<file path="src/verilog/irq_level_pkg.sv">
// Shared constants for the interrupt priority level configuration block
package irq_level_pkg;

  // Sizes
  localparam int NSRC    = 21;
  localparam int SRC_W   = 5;
  localparam int LEVEL_W = 2;
  localparam int NLEVEL  = 3;
  localparam int REG_W   = 16;
  localparam int FIELD_W = 2;
  localparam int NCFG    = 4;
  localparam int APB_AW  = 8;
  localparam int APB_DW  = 32;
  localparam int IDX_W   = 6;
  localparam int IDX_LSB = 2;

  // Register indices; byte address is four times the index
  localparam logic [IDX_W-1:0] IDX_CFG_2  = 6'h02;
  localparam logic [IDX_W-1:0] IDX_CFG_3  = 6'h03;
  localparam logic [IDX_W-1:0] IDX_CFG_4  = 6'h04;
  localparam logic [IDX_W-1:0] IDX_CFG_5  = 6'h05;
  localparam logic [IDX_W-1:0] IDX_STATUS = 6'h20;
  localparam logic [IDX_W-1:0] IDX_MASK   = 6'h21;

  // Field codes
  localparam logic [FIELD_W-1:0] FIELD_OFF  = 2'h0;
  localparam logic [FIELD_W-1:0] FIELD_LVL0 = 2'h1;
  localparam logic [FIELD_W-1:0] FIELD_LVL1 = 2'h2;
  localparam logic [FIELD_W-1:0] FIELD_LVL2 = 2'h3;

  localparam logic [LEVEL_W-1:0] LEVEL_0 = 2'h0;
  localparam logic [LEVEL_W-1:0] LEVEL_1 = 2'h1;
  localparam logic [LEVEL_W-1:0] LEVEL_2 = 2'h2;

  // Reset values
  localparam logic [REG_W-1:0]  CFG_RESET    = 16'h0000;
  localparam logic [NSRC-1:0]   STATUS_RESET = 21'h000000;
  localparam logic [NSRC-1:0]   MASK_RESET   = 21'h000000;
  localparam logic [APB_DW-1:0] RDATA_ZERO   = 32'h00000000;

  // Writable bits of cfg_2..cfg_5 (element 0 is cfg_2); all else reads zero
  localparam logic [NCFG-1:0][REG_W-1:0] CFG_WMASK = {
    16'hFC00, 16'hFC3F, 16'hFFFC, 16'h0FCF
  };

  // Source order: flash_error, pll_unlocked, low_voltage, ext_request_b,
  // ext_request_a, port_d, port_e, port_f, can_msgbuf, can_wakeup,
  // can_error, can_busoff, serial0_rx_full, serial1_tx_empty,
  // serial1_rx_full, port_a, port_b, port_c, decoder1_index,
  // decoder1_home_wdog, uart1_rx_full
  localparam int SRC_CFG [NSRC] = '{
    0, 0, 0, 0, 0, 1, 1, 1, 1, 1, 1, 1, 2, 2, 2, 2, 2, 2, 3, 3, 3
  };
  localparam int SRC_LSB [NSRC] = '{
    10, 8, 6, 2, 0, 14, 12, 10, 8, 6, 4, 2, 14, 12, 10, 4, 2, 0, 14, 12, 10
  };

endpackage : irq_level_pkg

</file>
<file path="src/verilog/irq_fwd_if.sv">
// Carrier between the register block and the level arbiter
`timescale 1ns/1ps
interface irq_fwd_if;
  import irq_level_pkg::*;

  logic [NSRC-1:0][FIELD_W-1:0] field;
  logic [NSRC-1:0]              pending;
  logic [NSRC-1:0]              enabled;
  logic                         fwd_valid;
  logic [LEVEL_W-1:0]           fwd_level;
  logic [SRC_W-1:0]             fwd_source;
  logic [NLEVEL-1:0]            level_active;

  modport arb (
    input  field,
    input  pending,
    output enabled,
    output fwd_valid,
    output fwd_level,
    output fwd_source,
    output level_active
  );

  modport ctrl (
    output field,
    output pending,
    input  enabled,
    input  fwd_valid,
    input  fwd_level,
    input  fwd_source,
    input  level_active
  );
endinterface : irq_fwd_if

</file>
<file path="src/verilog/req_sync.sv">
// Two-flop synchroniser for request lines from other domains or pins
`timescale 1ns/1ps
module req_sync #(
  parameter int WIDTH = 1
) (
  // Clock and reset
  input  wire logic             sys_clk,
  input  wire logic             nrst,
  // Data
  input  wire logic [WIDTH-1:0] d,
  output logic      [WIDTH-1:0] q
);

  logic [WIDTH-1:0] meta_q;

  always_ff @(posedge sys_clk or negedge nrst) begin
    if (!nrst) begin
      meta_q <= '0;
      q      <= '0;
    end else begin
      meta_q <= d;
      q      <= meta_q;
    end
  end

endmodule : req_sync

</file>
<file path="src/verilog/level_arbiter.sv">
// Field decode and highest-level pick among enabled pending sources
`timescale 1ns/1ps
module level_arbiter
  import irq_level_pkg::*;
(
  // Configuration and requests in, forwarded request out
  irq_fwd_if.arb bus
);

  always_comb begin
    logic [LEVEL_W-1:0] lvl;
    lvl              = LEVEL_0;
    bus.enabled      = '0;
    bus.fwd_valid    = 1'b0;
    bus.fwd_level    = LEVEL_0;
    bus.fwd_source   = '0;
    bus.level_active = '0;
    // Walk downward so that the lowest index wins a tie at equal level
    for (int i = NSRC - 1; i >= 0; i--) begin
      lvl = LEVEL_0;
      unique case (bus.field[i])
        FIELD_OFF:  lvl = LEVEL_0;
        FIELD_LVL0: lvl = LEVEL_0; // see RULE_01
        FIELD_LVL1: lvl = LEVEL_1; // see RULE_01
        FIELD_LVL2: lvl = LEVEL_2; // see RULE_01, see RULE_04
      endcase
      bus.enabled[i] = (bus.field[i] != FIELD_OFF); // see RULE_01
      if (bus.enabled[i] && bus.pending[i]) begin // see RULE_13
        bus.level_active[lvl] = 1'b1;
        if (!bus.fwd_valid || lvl >= bus.fwd_level) begin
          bus.fwd_valid  = 1'b1;
          bus.fwd_level  = lvl; // see RULE_13
          bus.fwd_source = SRC_W'(i);
        end
      end
    end
  end

endmodule : level_arbiter

</file>
<file path="src/verilog/irq_level_ctrl.sv">
// Interrupt priority level configuration registers with APB access
//
// Overview of operation
// RULE_01: field 00 off, 01/10/11 give levels 0/1/2
// RULE_02: all level fields reset to zero, sources off
// RULE_03: reserved bits read zero, ignore writes
// RULE_04: these sources reach levels zero to two only
// RULE_05: cfg_2 bits 11:10 flash, 9:8 pll, 7:6 voltage
// RULE_06: cfg_2 5:4 reserved, 3:2 request B, 1:0 A
// RULE_07: cfg_3 bits 15:10 set ports D, E, F
// RULE_08: cfg_3 bits 9:2 CAN sources, 1:0 reserved
// RULE_09: cfg_4 bits 15:10 set serial port levels
// RULE_10: cfg_4 9:6 reserved, 5:0 ports A, B, C
// RULE_11: cfg_5 15:12 decoder index and home levels
// RULE_12: cfg_5 bits 11:10 set uart receive level
// RULE_13: forward pending request only if enabled, with level
`timescale 1ns/1ps
module irq_level_ctrl
  import irq_level_pkg::*;
(
  // Clock and reset
  input  wire logic                 sys_clk,
  input  wire logic                 nrst,
  // APB slave
  input  wire logic                 psel,
  input  wire logic                 penable,
  input  wire logic                 pwrite,
  input  wire logic [APB_AW-1:0]    paddr,
  input  wire logic [APB_DW-1:0]    pwdata,
  output logic      [APB_DW-1:0]    prdata,
  output logic                      pready,
  output logic                      pslverr,
  // Peripheral request lines, active high levels
  input  wire logic [NSRC-1:0]      src_req,
  // Forwarded request to the core
  output logic                      core_req,
  output logic      [LEVEL_W-1:0]   core_level,
  output logic      [SRC_W-1:0]     core_source,
  output logic      [NLEVEL-1:0]    level_active,
  // Event interrupt
  output logic                      irq
);

  irq_fwd_if fwd ();

  logic [NSRC-1:0]            req_sync_s;
  logic [NSRC-1:0]            req_prev_q;
  logic [NSRC-1:0]            req_prev_d;

  logic [NCFG-1:0][REG_W-1:0] cfg_q;
  logic [NCFG-1:0][REG_W-1:0] cfg_d;
  logic [NSRC-1:0]            status_q;
  logic [NSRC-1:0]            status_d;
  logic [NSRC-1:0]            mask_q;
  logic [NSRC-1:0]            mask_d;

  logic [APB_DW-1:0]          prdata_q;
  logic [APB_DW-1:0]          prdata_d;
  logic                       pready_q;
  logic                       pready_d;
  logic                       pslverr_q;
  logic                       pslverr_d;

  logic                       core_req_q;
  logic                       core_req_d;
  logic [LEVEL_W-1:0]         core_level_q;
  logic [LEVEL_W-1:0]         core_level_d;
  logic [SRC_W-1:0]           core_source_q;
  logic [SRC_W-1:0]           core_source_d;
  logic [NLEVEL-1:0]          level_active_q;
  logic [NLEVEL-1:0]          level_active_d;
  logic                       irq_q;
  logic                       irq_d;

  logic                       setup_phase;
  logic                       access_done;
  logic [IDX_W-1:0]           reg_idx;
  logic                       cfg_hit;
  logic [NSRC-1:0]            event_set;
  logic [NSRC-1:0]            event_clr;

  // External request pins and other-domain sources all pass two flops
  req_sync #(
    .WIDTH (NSRC)
  ) u_req_sync (
    .sys_clk (sys_clk),
    .nrst    (nrst),
    .d       (src_req),
    .q       (req_sync_s)
  );

  // One level field per source; reserved slots carry no field
  logic [FIELD_W-1:0]         flash_error_level;
  logic [FIELD_W-1:0]         pll_unlocked_level;
  logic [FIELD_W-1:0]         low_voltage_level;
  logic [FIELD_W-1:0]         ext_request_b_level;
  logic [FIELD_W-1:0]         ext_request_a_level;
  logic [FIELD_W-1:0]         port_d_level;
  logic [FIELD_W-1:0]         port_e_level;
  logic [FIELD_W-1:0]         port_f_level;
  logic [FIELD_W-1:0]         can_msgbuf_level;
  logic [FIELD_W-1:0]         can_wakeup_level;
  logic [FIELD_W-1:0]         can_error_level;
  logic [FIELD_W-1:0]         can_busoff_level;
  logic [FIELD_W-1:0]         serial0_rx_full_level;
  logic [FIELD_W-1:0]         serial1_tx_empty_level;
  logic [FIELD_W-1:0]         serial1_rx_full_level;
  logic [FIELD_W-1:0]         port_a_level;
  logic [FIELD_W-1:0]         port_b_level;
  logic [FIELD_W-1:0]         port_c_level;
  logic [FIELD_W-1:0]         decoder1_index_level;
  logic [FIELD_W-1:0]         decoder1_home_wdog_level;
  logic [FIELD_W-1:0]         uart1_rx_full_level;

  // cfg_2
  assign flash_error_level        = cfg_q[SRC_CFG[0]][SRC_LSB[0] +: FIELD_W]; // see RULE_05
  assign pll_unlocked_level       = cfg_q[SRC_CFG[1]][SRC_LSB[1] +: FIELD_W]; // see RULE_05
  assign low_voltage_level        = cfg_q[SRC_CFG[2]][SRC_LSB[2] +: FIELD_W]; // see RULE_05
  assign ext_request_b_level      = cfg_q[SRC_CFG[3]][SRC_LSB[3] +: FIELD_W]; // see RULE_06
  assign ext_request_a_level      = cfg_q[SRC_CFG[4]][SRC_LSB[4] +: FIELD_W]; // see RULE_06

  // cfg_3
  assign port_d_level             = cfg_q[SRC_CFG[5]][SRC_LSB[5] +: FIELD_W]; // see RULE_07
  assign port_e_level             = cfg_q[SRC_CFG[6]][SRC_LSB[6] +: FIELD_W]; // see RULE_07
  assign port_f_level             = cfg_q[SRC_CFG[7]][SRC_LSB[7] +: FIELD_W]; // see RULE_07
  assign can_msgbuf_level         = cfg_q[SRC_CFG[8]][SRC_LSB[8] +: FIELD_W]; // see RULE_08
  assign can_wakeup_level         = cfg_q[SRC_CFG[9]][SRC_LSB[9] +: FIELD_W]; // see RULE_08
  assign can_error_level          = cfg_q[SRC_CFG[10]][SRC_LSB[10] +: FIELD_W]; // see RULE_08
  assign can_busoff_level         = cfg_q[SRC_CFG[11]][SRC_LSB[11] +: FIELD_W]; // see RULE_08

  // cfg_4
  assign serial0_rx_full_level    = cfg_q[SRC_CFG[12]][SRC_LSB[12] +: FIELD_W]; // see RULE_09
  assign serial1_tx_empty_level   = cfg_q[SRC_CFG[13]][SRC_LSB[13] +: FIELD_W]; // see RULE_09
  assign serial1_rx_full_level    = cfg_q[SRC_CFG[14]][SRC_LSB[14] +: FIELD_W]; // see RULE_09
  assign port_a_level             = cfg_q[SRC_CFG[15]][SRC_LSB[15] +: FIELD_W]; // see RULE_10
  assign port_b_level             = cfg_q[SRC_CFG[16]][SRC_LSB[16] +: FIELD_W]; // see RULE_10
  assign port_c_level             = cfg_q[SRC_CFG[17]][SRC_LSB[17] +: FIELD_W]; // see RULE_10

  // cfg_5
  assign decoder1_index_level     = cfg_q[SRC_CFG[18]][SRC_LSB[18] +: FIELD_W]; // see RULE_11
  assign decoder1_home_wdog_level = cfg_q[SRC_CFG[19]][SRC_LSB[19] +: FIELD_W]; // see RULE_11
  assign uart1_rx_full_level      = cfg_q[SRC_CFG[20]][SRC_LSB[20] +: FIELD_W]; // see RULE_12

  // Packed in source order, source zero at the right
  assign fwd.field = {
    uart1_rx_full_level,
    decoder1_home_wdog_level,
    decoder1_index_level,
    port_c_level,
    port_b_level,
    port_a_level,
    serial1_rx_full_level,
    serial1_tx_empty_level,
    serial0_rx_full_level,
    can_busoff_level,
    can_error_level,
    can_wakeup_level,
    can_msgbuf_level,
    port_f_level,
    port_e_level,
    port_d_level,
    ext_request_a_level,
    ext_request_b_level,
    low_voltage_level,
    pll_unlocked_level,
    flash_error_level
  };
  assign fwd.pending = req_sync_s;

  level_arbiter u_level_arbiter (
    .bus (fwd.arb)
  );

  // APB decode
  assign setup_phase = psel && !penable;
  // Slave always answers in the first access cycle
  assign access_done = psel && penable && pready_q;
  assign reg_idx     = paddr[IDX_LSB +: IDX_W];

  always_comb begin
    cfg_hit = 1'b0;
    for (int k = 0; k < NCFG; k++) begin
      if (reg_idx == IDX_W'(int'(IDX_CFG_2) + k)) begin
        cfg_hit = 1'b1;
      end
    end
  end

  // Level configuration registers
  always_comb begin
    cfg_d = cfg_q;
    for (int k = 0; k < NCFG; k++) begin
      if (access_done && pwrite && reg_idx == IDX_W'(int'(IDX_CFG_2) + k)) begin
        // Reserved positions are never stored, so they read back as zero
        cfg_d[k] = pwdata[REG_W-1:0] & CFG_WMASK[k]; // see RULE_03, see RULE_07, see RULE_08
      end
    end
  end

  always_ff @(posedge sys_clk or negedge nrst) begin
    if (!nrst) begin
      for (int k = 0; k < NCFG; k++) begin
        cfg_q[k] <= CFG_RESET; // see RULE_02
      end
    end else begin
      cfg_q <= cfg_d;
    end
  end

  // Event status and mask; a rising request of an enabled source is an event
  always_comb begin
    req_prev_d = req_sync_s;
    event_set  = req_sync_s & ~req_prev_q & fwd.enabled;
    event_clr  = '0;
    mask_d     = mask_q;
    if (access_done && pwrite && reg_idx == IDX_STATUS) begin
      event_clr = pwdata[NSRC-1:0];
    end
    if (access_done && pwrite && reg_idx == IDX_MASK) begin
      mask_d = pwdata[NSRC-1:0];
    end
    // A new event in the clearing cycle survives the clear
    status_d = (status_q & ~event_clr) | event_set;
    irq_d    = |(status_d & mask_d);
  end

  always_ff @(posedge sys_clk or negedge nrst) begin
    if (!nrst) begin
      req_prev_q <= '0;
      status_q   <= STATUS_RESET;
      mask_q     <= MASK_RESET;
      irq_q      <= 1'b0;
    end else begin
      req_prev_q <= req_prev_d;
      status_q   <= status_d;
      mask_q     <= mask_d;
      irq_q      <= irq_d;
    end
  end

  // Read data is captured in the setup cycle so prdata comes from a flop
  always_comb begin
    prdata_d  = prdata_q;
    pready_d  = setup_phase;
    pslverr_d = 1'b0;
    if (setup_phase) begin
      prdata_d = RDATA_ZERO;
      if (cfg_hit) begin
        for (int k = 0; k < NCFG; k++) begin
          if (reg_idx == IDX_W'(int'(IDX_CFG_2) + k)) begin
            prdata_d[REG_W-1:0] = cfg_q[k] & CFG_WMASK[k]; // see RULE_03, see RULE_09, see RULE_10
          end
        end
      end else if (reg_idx == IDX_STATUS) begin
        prdata_d[NSRC-1:0] = status_q;
      end else if (reg_idx == IDX_MASK) begin
        prdata_d[NSRC-1:0] = mask_q;
      end else begin
        // Unmapped index: zero data and an error answer
        pslverr_d = 1'b1;
      end
    end
  end

  always_ff @(posedge sys_clk or negedge nrst) begin
    if (!nrst) begin
      prdata_q  <= RDATA_ZERO;
      pready_q  <= 1'b0;
      pslverr_q <= 1'b0;
    end else begin
      prdata_q  <= prdata_d;
      pready_q  <= pready_d;
      pslverr_q <= pslverr_d;
    end
  end

  // Forwarded request, one cycle behind the arbiter
  always_comb begin
    core_req_d     = fwd.fwd_valid; // see RULE_13
    core_level_d   = fwd.fwd_level; // see RULE_04, see RULE_11, see RULE_12
    core_source_d  = fwd.fwd_source;
    level_active_d = fwd.level_active;
  end

  always_ff @(posedge sys_clk or negedge nrst) begin
    if (!nrst) begin
      core_req_q     <= 1'b0;
      core_level_q   <= LEVEL_0;
      core_source_q  <= '0;
      level_active_q <= '0;
    end else begin
      core_req_q     <= core_req_d;
      core_level_q   <= core_level_d;
      core_source_q  <= core_source_d;
      level_active_q <= level_active_d;
    end
  end

  assign prdata       = prdata_q;
  assign pready       = pready_q;
  assign pslverr      = pslverr_q;
  assign core_req     = core_req_q;
  assign core_level   = core_level_q;
  assign core_source  = core_source_q;
  assign level_active = level_active_q;
  assign irq          = irq_q;

endmodule : irq_level_ctrl

</file>
<file path="config.mk">
export PLATFORM = sky130hd
export DESIGN_NAME = irq_level_ctrl
export DESIGN_NICKNAME = d
export VERILOG_FILES = /design/src/verilog/irq_level_pkg.sv /design/src/verilog/irq_fwd_if.sv /design/src/verilog/req_sync.sv /design/src/verilog/level_arbiter.sv /design/src/verilog/irq_level_ctrl.sv
export SDC_FILE = /design/constraint.sdc
export NUM_CORES = 1
export LEC_CHECK = 0
export ABC_AREA = 1
export BUFFER_PORTS_ARGS = -buffer_cell sky130_fd_sc_hd__buf_2
export CAP_MARGIN = 20
export CORE_MARGIN = 4
export CORE_UTILIZATION = 56
export CTS_BUF_LIST = sky130_fd_sc_hd__clkbuf_4 sky130_fd_sc_hd__clkbuf_8
export DETAILED_ROUTE_END_ITERATION = 12
export PLACE_DENSITY = 0.77
export SLEW_MARGIN = 20
export SYNTH_ARGS = -nofsm -noshare
export SYNTH_HDL_FRONTEND = slang
export SYNTH_SLANG_ARGS = --single-unit
export TNS_END_PERCENT = 20
</file>
<file path="constraint.sdc">
create_clock -name sys_clk -period 29.6 [get_ports sys_clk]
set_input_delay 4.44 -clock sys_clk [delete_from_list [all_inputs] [get_ports sys_clk]]
set_output_delay 4.44 -clock sys_clk [all_outputs]
set_load 0.01 [all_outputs]
</file>
==> results by group, run 1 <==
GRT
  • Vias in the first global route: approximately 7.5k
  • Gr usage total: 27.6%
  • Initial antenna violation count: 0
  • Global route overflow: 0
  • First-pass GRT wire length: 39100 um
  • Largest net degree at the start of global routing: ~130

Final layout
  • Layout cells sized above 1: 15.9%
  • Most common cell after layout, fill and taps aside: nand2_1
  • Area of the multi-input gates: about 3900 um2
  • Commonest non-fill, non-tap cells in the layout: 253 x nand2_1, 182 x dfrtp_1, 158 x o21ai_0
  • FF+latch area: 4550 um2
  • Area grow syn2layout: 11.9%
  • Final Cell Area: between 10000 and 15000 um2
  • Nets@finish: 1274
  • Fillers: around 1.4k
  • # diodes: 0
  • Final core utilization: 64.1%

Clocking
  • CTS max path bufs: 2
  • Max H-tree Level: 4
  • Hold buffer count at CTS: 0
  • Clock Sinks: 182
  • Worst-skew pair later-pin latency: roughly 0.47 ns
  • Clock-pin slew on the worst setup and hold paths: roughly 0.1 ns
  • Post-CTS Setup Bufs: 0
  • Post_cts resized: 0
  • Cts bufs inserted: 17
  • CTS root buf: clkbuf_8
  • CTS tree: done

Logic synthesis
  • Cell Area, Synth: between 9000 and 10000 um2
  • Yosys cell types: 49
  • Xor/xnor share of the synthesized area: 0%
  • Synthesized area per cell: 8.34 um2
  • Compound-Gate Fraction of Synth Area: 19.4%
  • Main combinational cell family by area after synthesis: compound AO/OA/AOI/OAI gates
  • Simple-gate share of the synthesized area: 19.1%
  • Ys async rst share: 100%
  • Synthesis-stage register bit count: 182
  • Adder-cell share of the synthesized area: between 3 and 4%
  • Post-synthesis mux area share: 0%
  • Post-synth EDFFs: 0
  • Post-synth top flop: dfrtp_1
  • Synth Instances: 1094
  • Register area share after synthesis: about half
  • Yosys warns: 0

STA
  • RSZ-0062 raised after global routing: false
  • Setup-failing EPs final: 0
  • Slew margin rel.: 31.0%
  • Fin worst setup slack: 9.68 ns
  • Fmax: 50.2 MHz
  • Period minus WS final: between 15 and 20 ns
  • Clock Skews: between 0.01 and 0.015 ns
  • Count of pins over their slew limit: 0
  • Final worst path period share: about two thirds
  • Worst-Margin Slew: 1.03 ns
  • Setup TNS: 0 ns
  • Hold Vio Cnt, Final: 0

Worst setup path
  • CP max FO: 5
  • Crit. Startpoint: cfg_q[59]
  • CP startpoint kind: flip-flop
  • Crit Reg-Reg Startpoint: cfg_q[59]
  • Crit Path Category: flip-flop to flip-flop
  • R2R Setup Slk: 9.68 ns
  • End of the critical path: core_source[4]
  • Slowest-stage cell, CP: dfrtp_1
  • Most frequent CP cell: nand2_1
  • Critical Path Max Stage Delay: 0.43 ns
  • FF-to-FF End: core_source[4]
  • Reg2Reg Depth: 162
  • Arrival time at the worst endpoint: 20.27 ns
  • Critical path capture point type: flip-flop
  • CP required: 29.95 ns

Floorplan
  • Die Span X: 136 um
  • Die height: 136 um
  • Die area: 18400 um2
  • Initial Util: between 50 and 60%
  • Core area: 15900 um2
  • Ports: 112
  • # rows: 46

Routing
  • TritonRoute pass-1 iters: 5
  • Vias per cell: 5.67
  • Via count: 8014
  • Antenna Nets Post-Route: 0
  • # DRC: 0
  • Total Routed Length: 24600 um
  • Starting DRT DRC Count: 913
  • Post-DR wirelength/cell: between 15 and 20 um

Power and ir drop
  • Leakage: 5.10 nW
  • Max IR drop VDD: between 30 and 40 uV
  • PwrDens: 48.5 nW/um2

Place
  • Post-DP Area: 9760 um2
  • I/O Buffers: 87
  • HPWL Detailed: 18300 um
  • RD Place Congestion: 0.909
  • Place WS: just under 10 ns

Min path
  • Min-delay worst type: flip-flop to flip-flop

Outcome
  • Outcome: complete, no violations

Job
  • Max Cap Viol: 0
-- power breakdown --
part | internal [W] | leakage, nW | switching [W]
combinational | 0.0000135 | 2.61 | 0.0000281
clock | 0.0000958 | 0.232 | 0.0000962
sequential | 0.000257 | 2.26 | 0.00000484
total | 0.000366 | 5.10 | 0.000129
-- final cells by class --
type,instances,area share (%)
Clock buffer,18,2.36
Clock inverter,14,2.07
Inverter,157,5.78
Multi-Input combinational cell,733,37.8
Sequential cell,182,44.6
Tap cell,216,2.65
Timing Repair Buffer,93,4.79
-- state kept, by name (all words and copies together), names as in the netlist, 3 cells and up --
signal	cells
status_q	21
core_source	5
req_prev_q	21
u_req_sync.meta_q	21
cfg_q	34
u_req_sync.q	21
mask_q	21
level_active	3
prdata	21
-- Yosys cell counts, types with 3 or more instances --
| cell | n | area share (%) |
|---|---|---|
| nand2_1 | 253 | 10 |
| dfrtp_1 | 182 | 50 |
| o21ai_0 | 158 | 8.7 |
| inv_1 | 152 | 6.3 |
| nor2_1 | 54 | 2.2 |
| a21oi_1 | 39 | 2.1 |
| nand3_1 | 35 | 1.9 |
| ha_1 | 24 | 3.3 |
| nand2_2 | 24 | 1.6 |
| clkbuf_1 | 21 | 0.86 |
| o22ai_1 | 12 | 0.82 |
| a22oi_1 | 11 | 0.90 |
| buf_4 | 11 | 0.90 |
| o21ai_1 | 10 | 0.55 |
| a22o_1 | 9 | 0.86 |
| o211ai_1 | 8 | 0.66 |
| nand4_1 | 7 | 0.48 |
| nor2_2 | 7 | 0.48 |
| nor3_1 | 7 | 0.38 |
| a31oi_1 | 6 | 0.41 |
| nand3_2 | 6 | 0.66 |
| o221ai_1 | 6 | 0.58 |
| a221oi_1 | 5 | 0.48 |
| o21ai_2 | 5 | 0.48 |
| a21oi_2 | 4 | 0.38 |
| inv_2 | 4 | 0.16 |
| a21o_1 | 3 | 0.25 |
| o21bai_1 | 3 | 0.25 |
| o221ai_2 | 3 | 0.49 |
-- per-stage QoR --
step	total power (W)	instances	hold slack, ns
3_3_place_gp	0.000307	1381	0.332
2_1_floorplan	0.000289	1104	0.331
5_1_grt	0.000515	1413	0.359
4_1_cts	0.000497	1413	0.348
3_5_place_dp	0.000308	1381	0.335
6_report	0.000495	1413	0.350
-- worst min-delay path by stage --
stage	startpoint	to	slack [ns]	cells after the start
detailed placement	u_req_sync.meta_q[12]	u_req_sync.q[12]	0.33	0
floorplan	u_req_sync.meta_q[0]	u_req_sync.q[0]	0.33	0
CTS	u_req_sync.meta_q[20]	u_req_sync.q[20]	0.35	0
global placement	u_req_sync.meta_q[9]	u_req_sync.q[9]	0.33	0
finish	u_req_sync.meta_q[20]	u_req_sync.q[20]	0.35	0
global route	u_req_sync.meta_q[20]	u_req_sync.q[20]	0.36	0
-- critical path: cells and delay by family (launching register included) --
kind,cells,cell delay (ns)
compound gates,25,3.34
fa+ha+maj,20,5.20
buf+inv,18,1.10
flops,1,0.43
simple gates,99,9.74
-- kinds of logic (layout without fill, tap and decap cells) --
group / after synthesis / in the layout
AO/OA/AOI/OAI: 294 / 294
adder cells (fa/ha/maj): 24 / 24
buffers and inverters: 189 / 282
flip-flops: 182 / 182
other: 1 / 11
AND/OR/NAND/NOR: 404 / 404
-- per-layer routing --
layer,global-route usage [%],share of wire [%],vias to the layer above
li1,-,-,3790
met1,39.5,43,3800
met2,42.0,45,382
met3,5.94,8.8,42
met4,9.97,2.6,0
met5,0,0,-
No activity file was read; power rests on OpenSTA's default activity.
==> run 2, diff against run 1 <==
- ABC_AREA: 1 -> 0
- clock period: 29.6 -> 20.6 ns (I/O delays scaled with it)
==> run 2 against run 1 <==
The run now ends with setup timing left. Synthesized cell count shrank 16%. Utilization increased by 12 points. Clock skew grew 0.011 ns. Sequential share of layout area down 8.6 points. Maximum frequency down 17%. Critical path type unchanged. Largest cell class is now multi-input combinational cells. Largest power group unchanged. Highest routed layer unchanged.
==> results by group, run 2 <==
Logic synthesis
  • Post-synth top area share: between 40% and 50%
  • Post-synth top flop: dfrtp_1
  • Yosys cell types: 80
  • Synth top cells by count: 182 x dfrtp_1, 101 x nand2_1, 64 x o21ai_0
  • Dominant cells by area after synthesis: dfrtp_1 48%, mux2_2 7.4%, nand2_1 4.0%
  • Yosys warns: 0
  • Synthesized area per cell: a little over 10 um2
  • Cell Area, Synth: 9470 um2
  • Synthesis-stage register bit count: 182
  • Yosys top cell by area: dfrtp_1
  • Ys async rst share: 100%
  • Count leader, synth: dfrtp_1
  • Post-synth EDFFs: 0
  • Register area share after synthesis: 48.1%
  • Synth Instances: a little over 900

Final layout
  • Commonest non-fill, non-tap cells in the layout: 196 x buf_4, 180 x dfrtp_1, 95 x nand2_1
  • Nets@finish: roughly 1.3k
  • Number of flip-flops in the largest register: 34
  • Area grow syn2layout: 33.7%
  • Area of the multi-input gates: approximately 5400 um2
  • Reg with most FFs: cfg_q
  • Final non-filler cell total: 1427
  • Most common cell after layout, fill and taps aside: buf_4
  • # diodes: 0
  • Layout cells sized above 1: between 40% and 50%
  • Fillers: 1091
  • FF+latch area: 4560 um2

Clocking
  • Cts bufs inserted: 17
  • CTS tree: done
  • Clock Sinks: roughly 180
  • Worst-skew pair later-pin latency: 0.49 ns
  • CTS max path bufs: 2
  • CTS root buf: clkbuf_8
  • Max H-tree Level: 4
  • Hold buffer count at CTS: 0
  • Clock-pin slew on the worst setup and hold paths: 0.12 ns

Worst setup path
  • CP max FO: 5
  • Critical path capture point type: flip-flop
  • CP delay by family, top: compound AO/OA/AOI/OAI gates
  • Slowest-stage cell, CP: dfrtp_1
  • Most frequent CP cell: ha_1
  • Critical Path Max Stage Delay: 0.42 ns
  • Arrival time at the worst endpoint: 24.48 ns
  • Reg2Reg Depth: about 140
  • CP required: 20.97 ns
  • Worst path depth: 137
  • CP startpoint kind: flip-flop
  • Worst path bufs/invs: 10
  • Crit Path Category: flip-flop to flip-flop

Min path
  • Hold Path Depth: 0
  • Min-delay worst type: flip-flop to flip-flop

Floorplan
  • Core area: 16600 um2
  • # rows: 47
  • Ports: between 100 and 150
  • Initial Util: between 50% and 60%
  • Die height: about 140 um
  • Die area: 19100 um2
  • Die Span X: 138 um

STA
  • RSZ-0062 raised after global routing: true
  • Setup-failing EPs final: 7
  • Slew margin rel.: 27.4%
  • Period minus WS final: 24.11 ns
  • Fmax: 41.5 MHz
  • Clock Skews: 0.0236 ns
  • Count of pins over their slew limit: 0
  • Worst-Margin Slew: 1.08 ns
  • Final worst path period share: 117%
  • Hold Vio Cnt, Final: 0
  • Fin worst setup slack: -3.51 ns
  • Hold WS: 0.349 ns

Routing
  • Antenna Nets Post-Route: 0
  • TritonRoute pass-1 iters: 7
  • Starting DRT DRC Count: about 1.1k
  • Total Routed Length: 32500 um
  • # DRC: 0
  • Vias per cell: 6.37
  • Post-DR wirelength/cell: 22.7 um
  • Via count: 9096

Power and ir drop
  • Max IR drop VDD: 40.3 uV
  • PwrDens: 56.4 nW/um2
  • Leakage: 6.10 nW

GRT
  • Vias in the first global route: 8697
  • Gr usage total: 32.2%
  • Global route overflow: 0
  • Initial antenna violation count: 0
  • Largest net degree at the start of global routing: 108
  • First-pass GRT wire length: 48300 um

Place
  • Placed Cells: 1333
  • RD Place Congestion: 1.01
  • I/O Buffers: 87
  • HPWL Detailed: 22600 um

Outcome
  • Outcome: finished with violations
  • Failing checks: setup timing

Job
  • Max Cap Viol: 0
## run 2: kinds of logic after synthesis
family,Yosys count,synth area share (%)
flops,182,48.1
compound gates,261,19.7
other cells,1,0.0396
buf+inv,63,2.96
mux,80,9.40
simple gates,304,16.1
fa+ha+maj,29,3.71
## run 2: timing repair
item	4_1_cts	5_1_grt
resized for setup	33	70
pin swaps	56	87
setup buffers	34	30
endpoints found under the setup margin	7	7
## run 2: per-stage QoR
step / TNS, ns / setup WS (ns) / instance area (um2) / utilization, % / total power [W]
2_1_floorplan: -14.07 / -2.18 / 9760 / - / 0.000426
5_1_grt: -30.02 / -4.46 / 12700 / 76.4 / 0.000741
4_1_cts: -18.68 / -2.81 / 12100 / 73.1 / 0.000707
6_report: -23.16 / -3.51 / 12700 / 76.4 / 0.000714
3_3_place_gp: -18.60 / -2.92 / 11300 / 68.2 / 0.000467
3_5_place_dp: -21.78 / -3.40 / 11300 / 68.2 / 0.000469
## run 2: power by group
group	switching, W	leakage [nW]	internal (W)	total, W
Clock	0.000149	0.184	0.0000882	0.000237
Sequential	0.0000105	2.25	0.000371	0.000382
Combinational	0.0000523	3.67	0.0000430	0.0000953
Total	0.000211	6.10	0.000503	0.000714
## run 2: layout make-up
| type | count | area share [%] |
|---|---|---|
| repair buffers | 284 | 15.2 |
| clock buffers | 17 | 1.85 |
| multi-input cells | 685 | 42.9 |
| inverters | 25 | 0.741 |
| flip-flops and latches | 182 | 36.0 |
| well taps | 220 | 2.17 |
| clock inverters | 14 | 1.10 |
## run 2: per-layer routing
layer / GRT usage, % / vias up / share of wire (%)
met4: 13.8 / 0 / 4.6
met1: 44.0 / 4413 / 39
met3: 7.46 / 111 / 11
li1: - / 3971 / -
met5: 0 / - / 0
met2: 49.7 / 601 / 46
## run 2: final timing paths
| path | from | end | slack, ns |
|---|---|---|---|
| min in group asynchronous | nrst | prdata[13] | 2.65 |
| setup reg to reg | cfg_q[59] | core_source[4] | -3.51 |
| max in group asynchronous | nrst | cfg_q[61] | 16.45 |
| hold / removal | u_req_sync.meta_q[6] | u_req_sync.q[6] | 0.35 |
| setup / recovery | cfg_q[59] | core_source[4] | -3.51 |
| hold reg to reg | u_req_sync.meta_q[6] | u_req_sync.q[6] | 0.35 |
## run 2: worst reg2reg max path: cells and delay by family, from the launching register on
| family | cells | cell delay [ns] |
|---|---|---|
| simple gates | 53 | 7.21 |
| buf+inv | 10 | 1.02 |
| flops | 1 | 0.42 |
| mux | 1 | 0.18 |
| fa+ha+maj | 24 | 6.35 |
| compound gates | 49 | 8.85 |
